--- src/rtl/fdiag_consts.svh ---
// Purpose: offsets, field positions, reset values and codes of the overlay diagnostics block
// Assumes: included by bare name from the top module, the checker and the bench
// Notes: offsets, field positions, reset values and limits live here as macros; HP_AW and HP_SHIFT are fdiag_top parameters
`ifndef FDIAG_CONSTS_SVH
`define FDIAG_CONSTS_SVH

// apb register byte offsets
`define FDIAG_OFS_STATUS 8'h00
`define FDIAG_OFS_MASK 8'h04
`define FDIAG_OFS_MODE 8'h08
`define FDIAG_OFS_ICRC 8'h0c
`define FDIAG_OFS_BOOT 8'h10

// status and mask bit positions
`define FDIAG_EV_ECC_FAIL 0
`define FDIAG_EV_INT_DONE 1
`define FDIAG_EV_BAD_TXN 2
`define FDIAG_EV_W 3

// half-page status word fields
`define FDIAG_HPS_CORR 0
`define FDIAG_HPS_FAIL 1

// reset and initial values, crc polynomial and count limit
`define FDIAG_LCRC_INIT 32'h0000_0000
`define FDIAG_ICRC_INIT 32'hffff_ffff
`define FDIAG_CRC_POLY 32'h04c1_1db7
`define FDIAG_BOOT_RST 32'h0000_0000
`define FDIAG_MASK_RST 3'h0
`define FDIAG_CNT_MAX 16'hffff

// overlay word addresses for split 32-bit values
`define FDIAG_HALF_LOW 1'h0
`define FDIAG_HALF_HIGH 1'h1

`endif

--- src/rtl/fdiag_pkg.sv ---
// Purpose: types shared by the overlay diagnostics block and its bench
// Assumes: constants come from fdiag_consts.svh
// Notes: transaction kinds are driven by the host side as fdiag_pkg::fdiag_op_t
package fdiag_pkg;

   // transaction kinds, one per decoded host transaction
   typedef enum logic [4:0] {
      OP_ARRAY_READ,
      OP_ECC_ENTRY,
      OP_ECC_STATUS_READ,
      OP_TRAP_LOW_READ,
      OP_TRAP_HIGH_READ,
      OP_COUNT_READ,
      OP_ECC_CLEAR,
      OP_EXIT,
      OP_LCRC_ENTRY,
      OP_LCRC_READ,
      OP_INT_ENTRY,
      OP_INT_START_LOAD,
      OP_INT_END_LOAD,
      OP_INT_SUSPEND,
      OP_SUSP_ARRAY_READ,
      OP_INT_RESUME,
      OP_INT_LOW_READ,
      OP_INT_HIGH_READ,
      OP_BOOT_ENTRY,
      OP_BOOT_PROGRAM,
      OP_BOOT_READ
   } fdiag_op_t;

   // overlay currently entered
   typedef enum logic [2:0] {
      OV_NONE,
      OV_ECC,
      OV_LCRC,
      OV_INT,
      OV_BOOT
   } fdiag_ov_t;

   // data-integrity engine state
   typedef enum logic [1:0] {
      ENG_IDLE,
      ENG_RUN,
      ENG_SUSP,
      ENG_DONE
   } fdiag_eng_t;

endpackage : fdiag_pkg

--- src/rtl/fdiag_top.sv ---
// Purpose: transaction decoder for the flash overlay spaces (ecc, link crc, integrity crc, boot config)
// Assumes: one decoded transaction per txn_valid pulse; array read data valid while arr_req is high
// Notes: apb slave with one wait state; sticky events gated onto irq by the mask
//
// Our own choices: the placing of the registers and register access over APB.
`timescale 1ns/1ns
`include "fdiag_consts.svh"

module fdiag_top #(
   parameter int AW = 24,
   parameter int HP_AW = 4,
   parameter int HP_SHIFT = 4
) (
   // clock and reset
   input wire logic clk,
   input wire logic rst,
   // host transaction port
   input wire logic txn_valid,
   input wire fdiag_pkg::fdiag_op_t txn_op,
   input wire logic [AW-1:0] txn_addr,
   input wire logic [15:0] txn_wdata,
   output logic rsp_valid,
   output logic [15:0] rsp_data,
   // memory array read port
   output logic arr_req,
   output logic [AW-1:0] arr_addr,
   input wire logic [15:0] arr_rdata,
   // correction events and link crc feed
   input wire logic ecc_evt,
   input wire logic ecc_evt_fail,
   input wire logic [31:0] ecc_evt_addr,
   input wire logic lcrc_upd,
   input wire logic [31:0] lcrc_val,
   // boot configuration out
   output logic [31:0] boot_cfg,
   // apb slave
   input wire logic psel,
   input wire logic penable,
   input wire logic pwrite,
   input wire logic [7:0] paddr,
   input wire logic [31:0] pwdata,
   output logic pready,
   output logic pslverr,
   output logic [31:0] prdata,
   // interrupt
   output logic irq
);

   localparam int HP_N = 1 << HP_AW;

   typedef struct packed {
      fdiag_pkg::fdiag_ov_t ov;
      fdiag_pkg::fdiag_eng_t eng;
      logic [HP_N-1:0][1:0] hps;
      logic [31:0] trap;
      logic [15:0] cnt;
      logic [31:0] lcrc;
      logic [31:0] icrc;
      logic [AW-1:0] start_a;
      logic [AW-1:0] end_a;
      logic [AW-1:0] cur_a;
      logic [31:0] boot;
      logic arr_req;
      logic arr_eng;
      logic [AW-1:0] arr_addr;
      logic rsp_valid;
      logic [15:0] rsp_data;
      logic [`FDIAG_EV_W-1:0] sts;
      logic [`FDIAG_EV_W-1:0] mask;
      logic irq;
      logic pready;
      logic pslverr;
      logic [31:0] prdata;
   } fdiag_state_t;

   fdiag_state_t st_ff;
   fdiag_state_t nxt_st;

   ////////////////////////////////////////////////////////////////////////////////
   // helpers

   // crc32 step over one 16-bit array word, msb first
   function automatic logic [31:0] crc_step(input logic [31:0] crc, input logic [15:0] d);
      logic [31:0] c;
      c = crc;
      for (int i = 15; i >= 0; i--) begin
         if (c[31] ^ d[i]) begin
            c = {c[30:0], 1'b0} ^ `FDIAG_CRC_POLY;
         end else begin
            c = {c[30:0], 1'b0};
         end
      end
      return c;
   endfunction : crc_step

   // transaction set of each overlay
   function automatic logic op_legal(input fdiag_pkg::fdiag_ov_t ov, input fdiag_pkg::fdiag_eng_t eng,
                                     input fdiag_pkg::fdiag_op_t op);
      logic ok;
      ok = 1'b0;
      unique case (ov)
         fdiag_pkg::OV_NONE: begin
            ok = op inside {fdiag_pkg::OP_ARRAY_READ, fdiag_pkg::OP_ECC_ENTRY, fdiag_pkg::OP_LCRC_ENTRY,
                            fdiag_pkg::OP_INT_ENTRY, fdiag_pkg::OP_BOOT_ENTRY};
         end
         fdiag_pkg::OV_ECC: begin
            ok = op inside {fdiag_pkg::OP_ECC_STATUS_READ, fdiag_pkg::OP_TRAP_LOW_READ, fdiag_pkg::OP_EXIT,
                            fdiag_pkg::OP_TRAP_HIGH_READ, fdiag_pkg::OP_COUNT_READ, fdiag_pkg::OP_ECC_CLEAR};
         end
         fdiag_pkg::OV_LCRC: begin
            ok = op inside {fdiag_pkg::OP_LCRC_READ, fdiag_pkg::OP_EXIT};
         end
         fdiag_pkg::OV_INT: begin
            ok = op inside {fdiag_pkg::OP_INT_START_LOAD, fdiag_pkg::OP_INT_END_LOAD, fdiag_pkg::OP_INT_SUSPEND,
                            fdiag_pkg::OP_INT_RESUME, fdiag_pkg::OP_INT_LOW_READ, fdiag_pkg::OP_INT_HIGH_READ,
                            fdiag_pkg::OP_EXIT}
                 || (op == fdiag_pkg::OP_SUSP_ARRAY_READ && eng == fdiag_pkg::ENG_SUSP);
         end
         fdiag_pkg::OV_BOOT: begin
            ok = op inside {fdiag_pkg::OP_BOOT_PROGRAM, fdiag_pkg::OP_BOOT_READ, fdiag_pkg::OP_EXIT};
         end
         default: begin
            ok = 1'b0;
         end
      endcase
      return ok;
   endfunction : op_legal

   ////////////////////////////////////////////////////////////////////////////////
   // next-state logic

   always_comb begin
      logic take;
      logic arr_busy;
      logic apb_hit;
      logic [`FDIAG_EV_W-1:0] ev;
      logic [`FDIAG_EV_W-1:0] w1c;
      logic [HP_AW-1:0] hp_txn;
      logic [HP_AW-1:0] hp_evt;
      take = 1'b0;
      arr_busy = 1'b0;
      apb_hit = psel && penable && st_ff.pready;
      ev = '0;
      w1c = '0;
      hp_txn = txn_addr[HP_SHIFT +: HP_AW];
      hp_evt = ecc_evt_addr[HP_SHIFT +: HP_AW];
      nxt_st = st_ff;
      nxt_st.rsp_valid = 1'b0;
      nxt_st.arr_req = 1'b0;

      // array read completion, data valid while arr_req is high
      if (st_ff.arr_req && !st_ff.arr_eng) begin
         nxt_st.rsp_valid = 1'b1;
         nxt_st.rsp_data = arr_rdata;
      end
      if (st_ff.arr_req && st_ff.arr_eng) begin
         nxt_st.icrc = crc_step(st_ff.icrc, arr_rdata);
         if (st_ff.cur_a == st_ff.end_a) begin
            nxt_st.eng = fdiag_pkg::ENG_DONE;
            ev[`FDIAG_EV_INT_DONE] = 1'b1;
         end else begin
            nxt_st.cur_a = st_ff.cur_a + AW'(1);
         end
      end

      // host transaction decode
      // an offer while the port is busy is refused, host retries on bad_txn
      if (txn_valid) begin
         if (!op_legal(st_ff.ov, st_ff.eng, txn_op) || st_ff.arr_req) begin
            ev[`FDIAG_EV_BAD_TXN] = 1'b1;
         end else begin
            take = 1'b1;
         end
      end
      if (take) begin
         unique case (txn_op)
            fdiag_pkg::OP_ARRAY_READ, fdiag_pkg::OP_SUSP_ARRAY_READ: begin
               nxt_st.arr_req = 1'b1;
               nxt_st.arr_eng = 1'b0;
               nxt_st.arr_addr = txn_addr;
               arr_busy = 1'b1;
            end
            fdiag_pkg::OP_ECC_ENTRY: begin
               nxt_st.ov = fdiag_pkg::OV_ECC;
            end
            fdiag_pkg::OP_LCRC_ENTRY: begin
               nxt_st.ov = fdiag_pkg::OV_LCRC;
            end
            fdiag_pkg::OP_INT_ENTRY: begin
               nxt_st.ov = fdiag_pkg::OV_INT;
            end
            fdiag_pkg::OP_BOOT_ENTRY: begin
               nxt_st.ov = fdiag_pkg::OV_BOOT;
            end
            fdiag_pkg::OP_ECC_STATUS_READ: begin
               nxt_st.rsp_valid = 1'b1;
               nxt_st.rsp_data = {14'h0000, st_ff.hps[hp_txn]};
            end
            fdiag_pkg::OP_TRAP_LOW_READ: begin
               nxt_st.rsp_valid = 1'b1;
               nxt_st.rsp_data = st_ff.trap[15:0];
            end
            fdiag_pkg::OP_TRAP_HIGH_READ: begin
               nxt_st.rsp_valid = 1'b1;
               nxt_st.rsp_data = st_ff.trap[31:16];
            end
            fdiag_pkg::OP_COUNT_READ: begin
               nxt_st.rsp_valid = 1'b1;
               nxt_st.rsp_data = st_ff.cnt;
            end
            fdiag_pkg::OP_ECC_CLEAR: begin
               nxt_st.hps = '0;
               w1c[`FDIAG_EV_ECC_FAIL] = 1'b1;
            end
            fdiag_pkg::OP_EXIT: begin
               nxt_st.ov = fdiag_pkg::OV_NONE;
               if (st_ff.ov == fdiag_pkg::OV_LCRC) begin
                  nxt_st.lcrc = `FDIAG_LCRC_INIT;
               end
            end
            fdiag_pkg::OP_LCRC_READ: begin
               nxt_st.rsp_valid = 1'b1;
               nxt_st.rsp_data = (txn_addr[0] == `FDIAG_HALF_HIGH) ? st_ff.lcrc[31:16] : st_ff.lcrc[15:0];
            end
            fdiag_pkg::OP_INT_START_LOAD: begin
               nxt_st.start_a = txn_addr;
            end
            fdiag_pkg::OP_INT_END_LOAD: begin
               nxt_st.end_a = txn_addr;
               nxt_st.cur_a = st_ff.start_a;
               nxt_st.icrc = `FDIAG_ICRC_INIT;
               nxt_st.eng = fdiag_pkg::ENG_RUN;
            end
            fdiag_pkg::OP_INT_SUSPEND: begin
               if (nxt_st.eng == fdiag_pkg::ENG_RUN) begin
                  nxt_st.eng = fdiag_pkg::ENG_SUSP;
               end
            end
            fdiag_pkg::OP_INT_RESUME: begin
               if (st_ff.eng == fdiag_pkg::ENG_SUSP) begin
                  nxt_st.eng = fdiag_pkg::ENG_RUN;
               end
            end
            fdiag_pkg::OP_INT_LOW_READ: begin
               nxt_st.rsp_valid = 1'b1;
               nxt_st.rsp_data = st_ff.icrc[15:0];
            end
            fdiag_pkg::OP_INT_HIGH_READ: begin
               nxt_st.rsp_valid = 1'b1;
               nxt_st.rsp_data = st_ff.icrc[31:16];
            end
            fdiag_pkg::OP_BOOT_PROGRAM: begin
               if (txn_addr[0] == `FDIAG_HALF_HIGH) begin
                  nxt_st.boot[31:16] = txn_wdata;
               end else begin
                  nxt_st.boot[15:0] = txn_wdata;
               end
            end
            fdiag_pkg::OP_BOOT_READ: begin
               nxt_st.rsp_valid = 1'b1;
               nxt_st.rsp_data = (txn_addr[0] == `FDIAG_HALF_HIGH) ? st_ff.boot[31:16] : st_ff.boot[15:0];
            end
            default: begin
               nxt_st.rsp_valid = 1'b0;
            end
         endcase
      end

      // engine issues one array read when the port is free and not suspended
      // a host array read claims the port first, the engine waits two cycles
      if (nxt_st.eng == fdiag_pkg::ENG_RUN && !arr_busy && !st_ff.arr_req) begin
         nxt_st.arr_req = 1'b1;
         nxt_st.arr_eng = 1'b1;
         nxt_st.arr_addr = nxt_st.cur_a;
      end

      // link crc value follows its feed, a same-cycle update beats the exit clear
      if (lcrc_upd) begin
         nxt_st.lcrc = lcrc_val;
      end

      // correction events: trap address, count, half-page status
      if (ecc_evt) begin
         nxt_st.trap = ecc_evt_addr;
         if (st_ff.cnt != `FDIAG_CNT_MAX) begin
            nxt_st.cnt = st_ff.cnt + 16'h0001;
         end
         nxt_st.hps[hp_evt][`FDIAG_HPS_CORR] = 1'b1;
         if (ecc_evt_fail) begin
            nxt_st.hps[hp_evt][`FDIAG_HPS_FAIL] = 1'b1;
            ev[`FDIAG_EV_ECC_FAIL] = 1'b1;
         end
      end

      // apb: one wait state, effect at the edge where pready is seen high
      // prdata and pslverr hold through the pready cycle
      nxt_st.pready = psel && penable && !st_ff.pready;
      nxt_st.pslverr = 1'b0;
      if (psel && penable && !st_ff.pready) begin
         nxt_st.prdata = 32'h0000_0000;
         unique case (paddr)
            `FDIAG_OFS_STATUS: nxt_st.prdata = {29'h0, st_ff.sts};
            `FDIAG_OFS_MASK: nxt_st.prdata = {29'h0, st_ff.mask};
            `FDIAG_OFS_MODE: nxt_st.prdata = {27'h0, st_ff.eng, st_ff.ov};
            `FDIAG_OFS_ICRC: nxt_st.prdata = st_ff.icrc;
            `FDIAG_OFS_BOOT: nxt_st.prdata = st_ff.boot;
            default: nxt_st.pslverr = 1'b1;
         endcase
      end
      if (apb_hit && pwrite) begin
         if (paddr == `FDIAG_OFS_STATUS) begin
            w1c = w1c | pwdata[`FDIAG_EV_W-1:0];
         end
         if (paddr == `FDIAG_OFS_MASK) begin
            nxt_st.mask = pwdata[`FDIAG_EV_W-1:0];
         end
      end

      // sticky status, a new event wins over its clear
      nxt_st.sts = (st_ff.sts & ~w1c) | ev;
      nxt_st.irq = |(nxt_st.sts & nxt_st.mask);
   end

   ////////////////////////////////////////////////////////////////////////////////
   // state register

   always_ff @(posedge clk or posedge rst) begin
      if (rst) begin
         st_ff <= '0;
         st_ff.ov <= fdiag_pkg::OV_NONE;
         st_ff.eng <= fdiag_pkg::ENG_IDLE;
         st_ff.lcrc <= `FDIAG_LCRC_INIT;
         st_ff.icrc <= `FDIAG_ICRC_INIT;
         st_ff.boot <= `FDIAG_BOOT_RST;
         st_ff.mask <= `FDIAG_MASK_RST;
      end else begin
         st_ff <= nxt_st;
      end
   end

   ////////////////////////////////////////////////////////////////////////////////
   // outputs straight from the state register

   assign rsp_valid = st_ff.rsp_valid;
   assign rsp_data = st_ff.rsp_data;
   assign arr_req = st_ff.arr_req;
   assign arr_addr = st_ff.arr_addr;
   assign boot_cfg = st_ff.boot;
   assign pready = st_ff.pready;
   assign pslverr = st_ff.pslverr;
   assign prdata = st_ff.prdata;
   assign irq = st_ff.irq;

endmodule : fdiag_top

--- config.mk ---
export PLATFORM = sky130hd
export DESIGN_NAME = fdiag_top
export DESIGN_NICKNAME = d
export VERILOG_FILES = /design/src/rtl/fdiag_pkg.sv /design/src/rtl/fdiag_top.sv
export VERILOG_INCLUDE_DIRS = /design/src /design/src/rtl
export SDC_FILE = /design/constraint.sdc
export NUM_CORES = 1
export LEC_CHECK = 0
export ABC_AREA = 1
export CORE_UTILIZATION = 68
export CTS_CLUSTER_SIZE = 30
export DETAILED_ROUTE_END_ITERATION = 10
export DONT_BUFFER_PORTS = 1
export HOLD_SLACK_MARGIN = 0.02
export PLACE_DENSITY = 0.86
export SYNTH_ARGS = -nofsm -noshare
export SYNTH_HDL_FRONTEND = slang
export SYNTH_SLANG_ARGS = --single-unit
--- constraint.sdc ---
create_clock -name clk -period 16.9 [get_ports clk]
set_input_delay 1.69 -clock clk [delete_from_list [all_inputs] [get_ports clk]]
set_output_delay 1.69 -clock clk [all_outputs]
set_load 0.05 [all_outputs]
# Word level (Yosys, flattened, before mapping)
# Index checks and enable logic that the tools add are counted.
# totals
reg_bits	337
in_bits	174
output_inout_bits	109
word_cells	249
# classes
n_addsub	2
n_lt_le_gt_ge	3
n_eq_ne	33
muxes	89
bitwise	40
reduce_logical	44
# ops
cell	n
$mux W32	23
$mux W27	16
$not A14 Y14	16
$mux W211	1
$pmux W32 S5	1
$pmux W16 S8	1
$mux W16	5
$mux W80	1
$mux W24	3
$or A32 B32 Y32	2
$mux W26	2
$mux W48	1
$eq A5 B4 Y1 const B	8
$mux W34	1
$mux W33	1
$eq A5 B5 Y1 const B	5
$add A24 B1 Y24 const B	1
$eq A24 B24 Y1	1
$eq A5 B3 Y1 const B	4
$mux W17	1
$add A16 B1 Y16 const B	1
$demux W2 S4	2
$eq A8 B4 Y1 const B	2
$ne A16 B16 Y1 const B	1
other kinds (43)	111

# Depth between registers and ports, before layout
# depth
depth_word	51
mapped_depth	18
ltp_nobuf	18

# Least setup slack after synthesis
# No wires, ideal clock.
# synth_timing
path_kind	in2reg
from	input port txn_op[4]
to	register st_ff, in the netlist arr_addr[10]
t_arrival_ns	3.429
t_required_ns	16.775
path_slack_ns	13.346
path_stages	16
n_path_buf	2
path_cell_list	buf_2 -> inv_2 -> nand3_2 -> nor2_2 -> nor2_1 -> nand3_1 -> nand2_1 -> nand3_2 -> nand3_4 -> inv_2 -> nand2_2 -> a21oi_4 -> nand2_2 -> buf_2 -> nand3_1 -> nand3_1
# synth_via
elab_chain_len	15
# synth_rtl
item	line	text
start, declared	fdiag_top.sv:19	input wire fdiag_pkg::fdiag_op_t txn_op,
$eq A5 B4 Y1, or another cell as far along	fdiag_top.sv:114	ok = op inside {fdiag_pkg::OP_INT_START_LOAD, fdiag_pkg::OP_INT_END_LOAD, fdiag_pkg::OP_INT_SUSPEND,
$reduce_bool A7 Y1 / $logic_and A1 B1 Y1 (equally long branches)	fdiag_top.sv:114, fdiag_top.sv:117	
$logic_or A1 B1 Y1	fdiag_top.sv:117	|| (op == fdiag_pkg::OP_SUSP_ARRAY_READ && eng == fdiag_pkg::ENG_SUSP);
$pmux W1 S5	fdiag_top.sv:101	unique case (ov)
$mux W1	fdiag_top.sv:168	if (txn_valid) begin
$logic_not A1 Y1	fdiag_top.sv:169	if (!op_legal(st_ff.ov, st_ff.eng, txn_op) || st_ff.arr_req) begin
$logic_or A1 B1 Y1	fdiag_top.sv:169	
$mux W1	fdiag_top.sv:169	
$mux W1	fdiag_top.sv:168	
$mux W34 / $mux W1 (equally long branches)	fdiag_top.sv:175	if (take) begin
$eq A2 B1 Y1 / $logic_not A1 Y1 (equally long branches)	fdiag_top.sv:271	if (nxt_st.eng == fdiag_pkg::ENG_RUN && !arr_busy && !st_ff.arr_req) begin
$logic_and A1 B1 Y1 (2 in series)	fdiag_top.sv:271	
$reduce_bool A2 Y1 (no source line)	n/a	
$reduce_and A2 Y1 (no source line)	n/a	
end signal, assigned	fdiag_top.sv:337	st_ff <= nxt_st;
end, declared	fdiag_top.sv:76	fdiag_state_t st_ff;
# Several ways; a longest one is shown, not always the timed one. The select of a mux whose other input is x is not followed.
# A chain may end at the register's enable or synchronous reset.

# Worst setup path after layout
# layout_timing
from	input port txn_op[1]
to	register st_ff, in the netlist arr_addr[15]
# The elaborated chain is that of the path after synthesis.

==> impl_metrics.tcl <==
set metrics [dict create \
    synth_cell_type_count 48 \
    largest_net_degree_at_the_start_of_global_routing 125 \
    grt_pass1_vias 15700 \
    power.density_nw_per_um2 96.2 \
    post_route_cells_drive_above_1_share_pct 6.95 \
    finish.utilization_pct 71.4 \
    postSynthAreaPerCell_um2 7.68 \
    timing.critical_path.arrival_ps 5870 \
    drt_pass1_iterations 6 \
    edff_count_synth 0 \
    post_cts_buffers 0 \
    crit_path_max_fanout 49 \
    synth-seq-cells 337 \
    place_congestion 0.956 \
    crit_path_max_incr_delay_ps 740 \
    synth_top_area_cell "sky130_fd_sc_hd__dfrtp_1" \
    grt_antenna_before_repair 1 \
    insertedDiodeCount 0 \
    dominantRegCellSynth "sky130_fd_sc_hd__dfrtp_1" \
    globalRouteOverflowTotal 0 \
    viasPerCell 6.11 \
    crit_cells 15 \
    total_buffers_and_inverters_traversed_by_the_critical_path 2 \
    cts.htree.levels 2 \
    groute.usage.overall_pct 40.3 \
    cts_resized 0 \
    post_synth_instance_area_um2 19400 \
    worstMarginPinSlew_ps 1250 \
    syn-num-nets 2697 \
    design.final.nets 2537 \
    cts_hold_buffers 0 \
    max_slew_violation_count 0 \
    synth.yosys.seq_area_share_pct 43.8 \
    netlist_top_cells_count "sky130_fd_sc_hd__nand2_1, sky130_fd_sc_hd__dfrtp_1, sky130_fd_sc_hd__inv_1, sky130_fd_sc_hd__o21ai_0, sky130_fd_sc_hd__nand3_1" \
    fp.dieArea_um2 29200 \
    yosysMostFrequentCell "sky130_fd_sc_hd__nand2_1" \
    die_height_um 171 \
    ioPinCount 283 \
    finalWorstPathRequiredPeriod_ps 5470 \
    tritoncts_clock_tree "built" \
    maxSlewHeadroom_pct 16.2 \
    post_synth_inst_count 2521 \
    io_buffers 0 \
    coreArea_um2 27900 \
    path_delay_family "simple AND/OR/NAND/NOR gates" \
    fin_tns_setup_ps 0 \
    criticalPathCategory "input port to flop" \
    ys_warn_count 0 \
    placement_rows 61 \
    worst-endpoint-required_ps 17300 \
    final.fill_count 2234 \
    dr_total_vias 16900 \
    cpMostUsedCell "sky130_fd_sc_hd__nand3_1" \
    chip_width_um 171 \
    p_comb_share_pct 12.1 \
    routed_wirelength_um 58200 \
    timing.clock.skew_ps 29.2 \
    global_route_wire_length_before_repair_um 88900 \
    critical_path.cell_chain "nor2_1, nand3_1, nand3_1, nand2_1, nand2_1, inv_1, nand3_2, nand3_4, nor2_2, buf_4, nor2_1, nand2_1, nand2_2, nand3_1, nand3_1" \
    setup.reg_to_reg.worst_slack_ps 13050 \
    maxClockFrequency_ghz 0.183 \
    timing_hold_violations_final 0 \
    min_path_type "flop to flop" \
    start_util_pct 69.3 \
    whs_path_depth 2 \
    clk_pin_slew_worst_paths_ps 60 \
    clkLatencyLatePin_ps 550 \
    p_seq_share_pct 45.7 \
    run_status "completed" \
    power.clock.fraction_pct 42.2 \
    drc 0 \
    power.static_leakage_nw 10.0 \
    crit_path_top_delay_cell "sky130_fd_sc_hd__nand3_1" \
    endpoint_kind "flop" \
    ant_nets 0 \
    setup_viol 0 \
    worst_r2r_path_depth 9 \
    detailedRoute.firstIterationViolations 1946 \
    detailedPlacementHpwl_um 41900 \
    route.detailed.wl_per_inst_um 21.0 \
    max_buffers_root_to_sink 3 \
    cts_root_buf "sky130_fd_sc_hd__clkbuf_16" \
    switching_share_pct 27.8 \
    cts_buffers 36 \
    timing.max_cap.violations 0 \
    layout-area-overhead-vs-synth_pct 2.96 \
    synth.top_cells.by_area "sky130_fd_sc_hd__dfrtp_1, sky130_fd_sc_hd__nand2_1, sky130_fd_sc_hd__o21ai_0" \
    startpoint_type "input port" \
    vdd_ir_drop_max_mv 0.0812 \
    postSynth.asyncResetShare_pct 100 \
    final_min_period_over_clock_period_pct 32.4 \
    cell_internal_pwr_mw 1.38 \
    netlist.area_leader.share_pct 39.4 \
    switching_power_of_the_nets_uw 534 \
    unrepaired_setup_endpoints_after_global_routing "false" \
    cts_num_sinks 337 \
]
==> power groups by stage <==
| stage | registers, mW | logic [mW] | clock network, mW |
|---|---|---|---|
| 6_report | 0.876 | 0.231 | 0.810 |
| 3_3_place_gp | 0.887 | 0.220 | 0 |
| 2_1_floorplan | 0.874 | 0.186 | 0 |
| 4_1_cts | 0.875 | 0.228 | 0.810 |
| 3_5_place_dp | 0.888 | 0.226 | 0 |
| 5_1_grt | 0.879 | 0.260 | 0.843 |
==> routing by layer <==
metal	routed length, um	global-route usage (%)	up-vias
li1	-	-	7682
met3	5830	8.44	184
met2	25900	61.7	927
met4	2490	16.6	0
met1	24000	56.0	8119
met5	0	0	-
==> worst register-to-register path: stages, from the launching register on <==
cell and delay (ps):
sky130_fd_sc_hd__dfrtp_1 380, sky130_fd_sc_hd__nand2_1 780, sky130_fd_sc_hd__clkinv_1 220, sky130_fd_sc_hd__buf_4 410, sky130_fd_sc_hd__a21oi_1 240, sky130_fd_sc_hd__nand2_1 120, sky130_fd_sc_hd__a21oi_4 630, sky130_fd_sc_hd__nand2_2 570
sky130_fd_sc_hd__nand3_1 270, sky130_fd_sc_hd__nand3_1 100
==> cells by family (layout without fill, tap and decap cells) <==
group	after synthesis	after routing	share of synthesized area (%)
multiplexers	27	27	1.53
AO/OA/AOI/OAI	384	384	11.5
XOR/XNOR	152	152	7.30
AND/OR/NAND/NOR	1140	1140	24.2
buffers and inverters	479	347	11.5
flip-flops	337	337	43.8
adder cells (fa/ha/maj)	2	2	0.129
==> worst paths after layout <==
kind                       startpoint            to
min reg2reg                st_ff[296]    st_ff[296]
max reg2reg                 st_ff[82]  arr_addr[15]
min in group asynchronous         rst   boot_cfg[2]
max                         txn_op[1]  arr_addr[15]
min                        st_ff[296]    st_ff[296]
max in group asynchronous         rst  arr_addr[10]
==> state kept, by name, summed over array words and instances (netlist names) <==
register	cells
irq	1
st_ff	228
pslverr	1
pready	1
arr_addr	24
arr_req	1
boot_cfg	32
rsp_valid	1
prdata	32
rsp_data	16
==> through the flow <==
stage | setup slack (ps) | hold WS [ps] | cell area, um2 | cells | power [mW]
after detailed placement | 10960 | 466 | 18700 | 2701 | 1.11
after floorplan | 5920 | 442 | 19400 | 2521 | 1.06
after CTS | 11500 | 482 | 19900 | 2767 | 1.91
final | 11430 | 482 | 19900 | 2767 | 1.92
after global placement | 11080 | 461 | 18700 | 2701 | 1.11
after global routing | 11110 | 511 | 19900 | 2767 | 1.98
==> area by class of cell <==
type	instances	area (um2)	area share (%)
Clock buffer	54	1060	5.31
Clock inverter	12	145	0.728
Inverter	269	1020	5.10
Multi-Input combinational cell	1705	8680	43.5
Sequential cell	337	8470	42.5
Tap cell	378	473	2.37
Timing Repair Buffer	12	90.1	0.452
==> cell usage in the layout (no fill, tap or decap), drive strengths merged, types with 8 or more instances in the layout <==
cell      n
nand2   770
dfrtp   305
inv     267
o21ai   207
nand3   174
nor2    144
xor2    104
clkbuf   54
o22ai    48
xnor2    48
a21oi    42
dfstp    32
mux2     21
nor3     21
a31oi    16
o211ai   16
nand4    16
o221ai   14
a221oi   12
buf      12
clkinv   10
a211oi    9
nand3b    8
No activity file was read; power rests on OpenSTA's default activity.
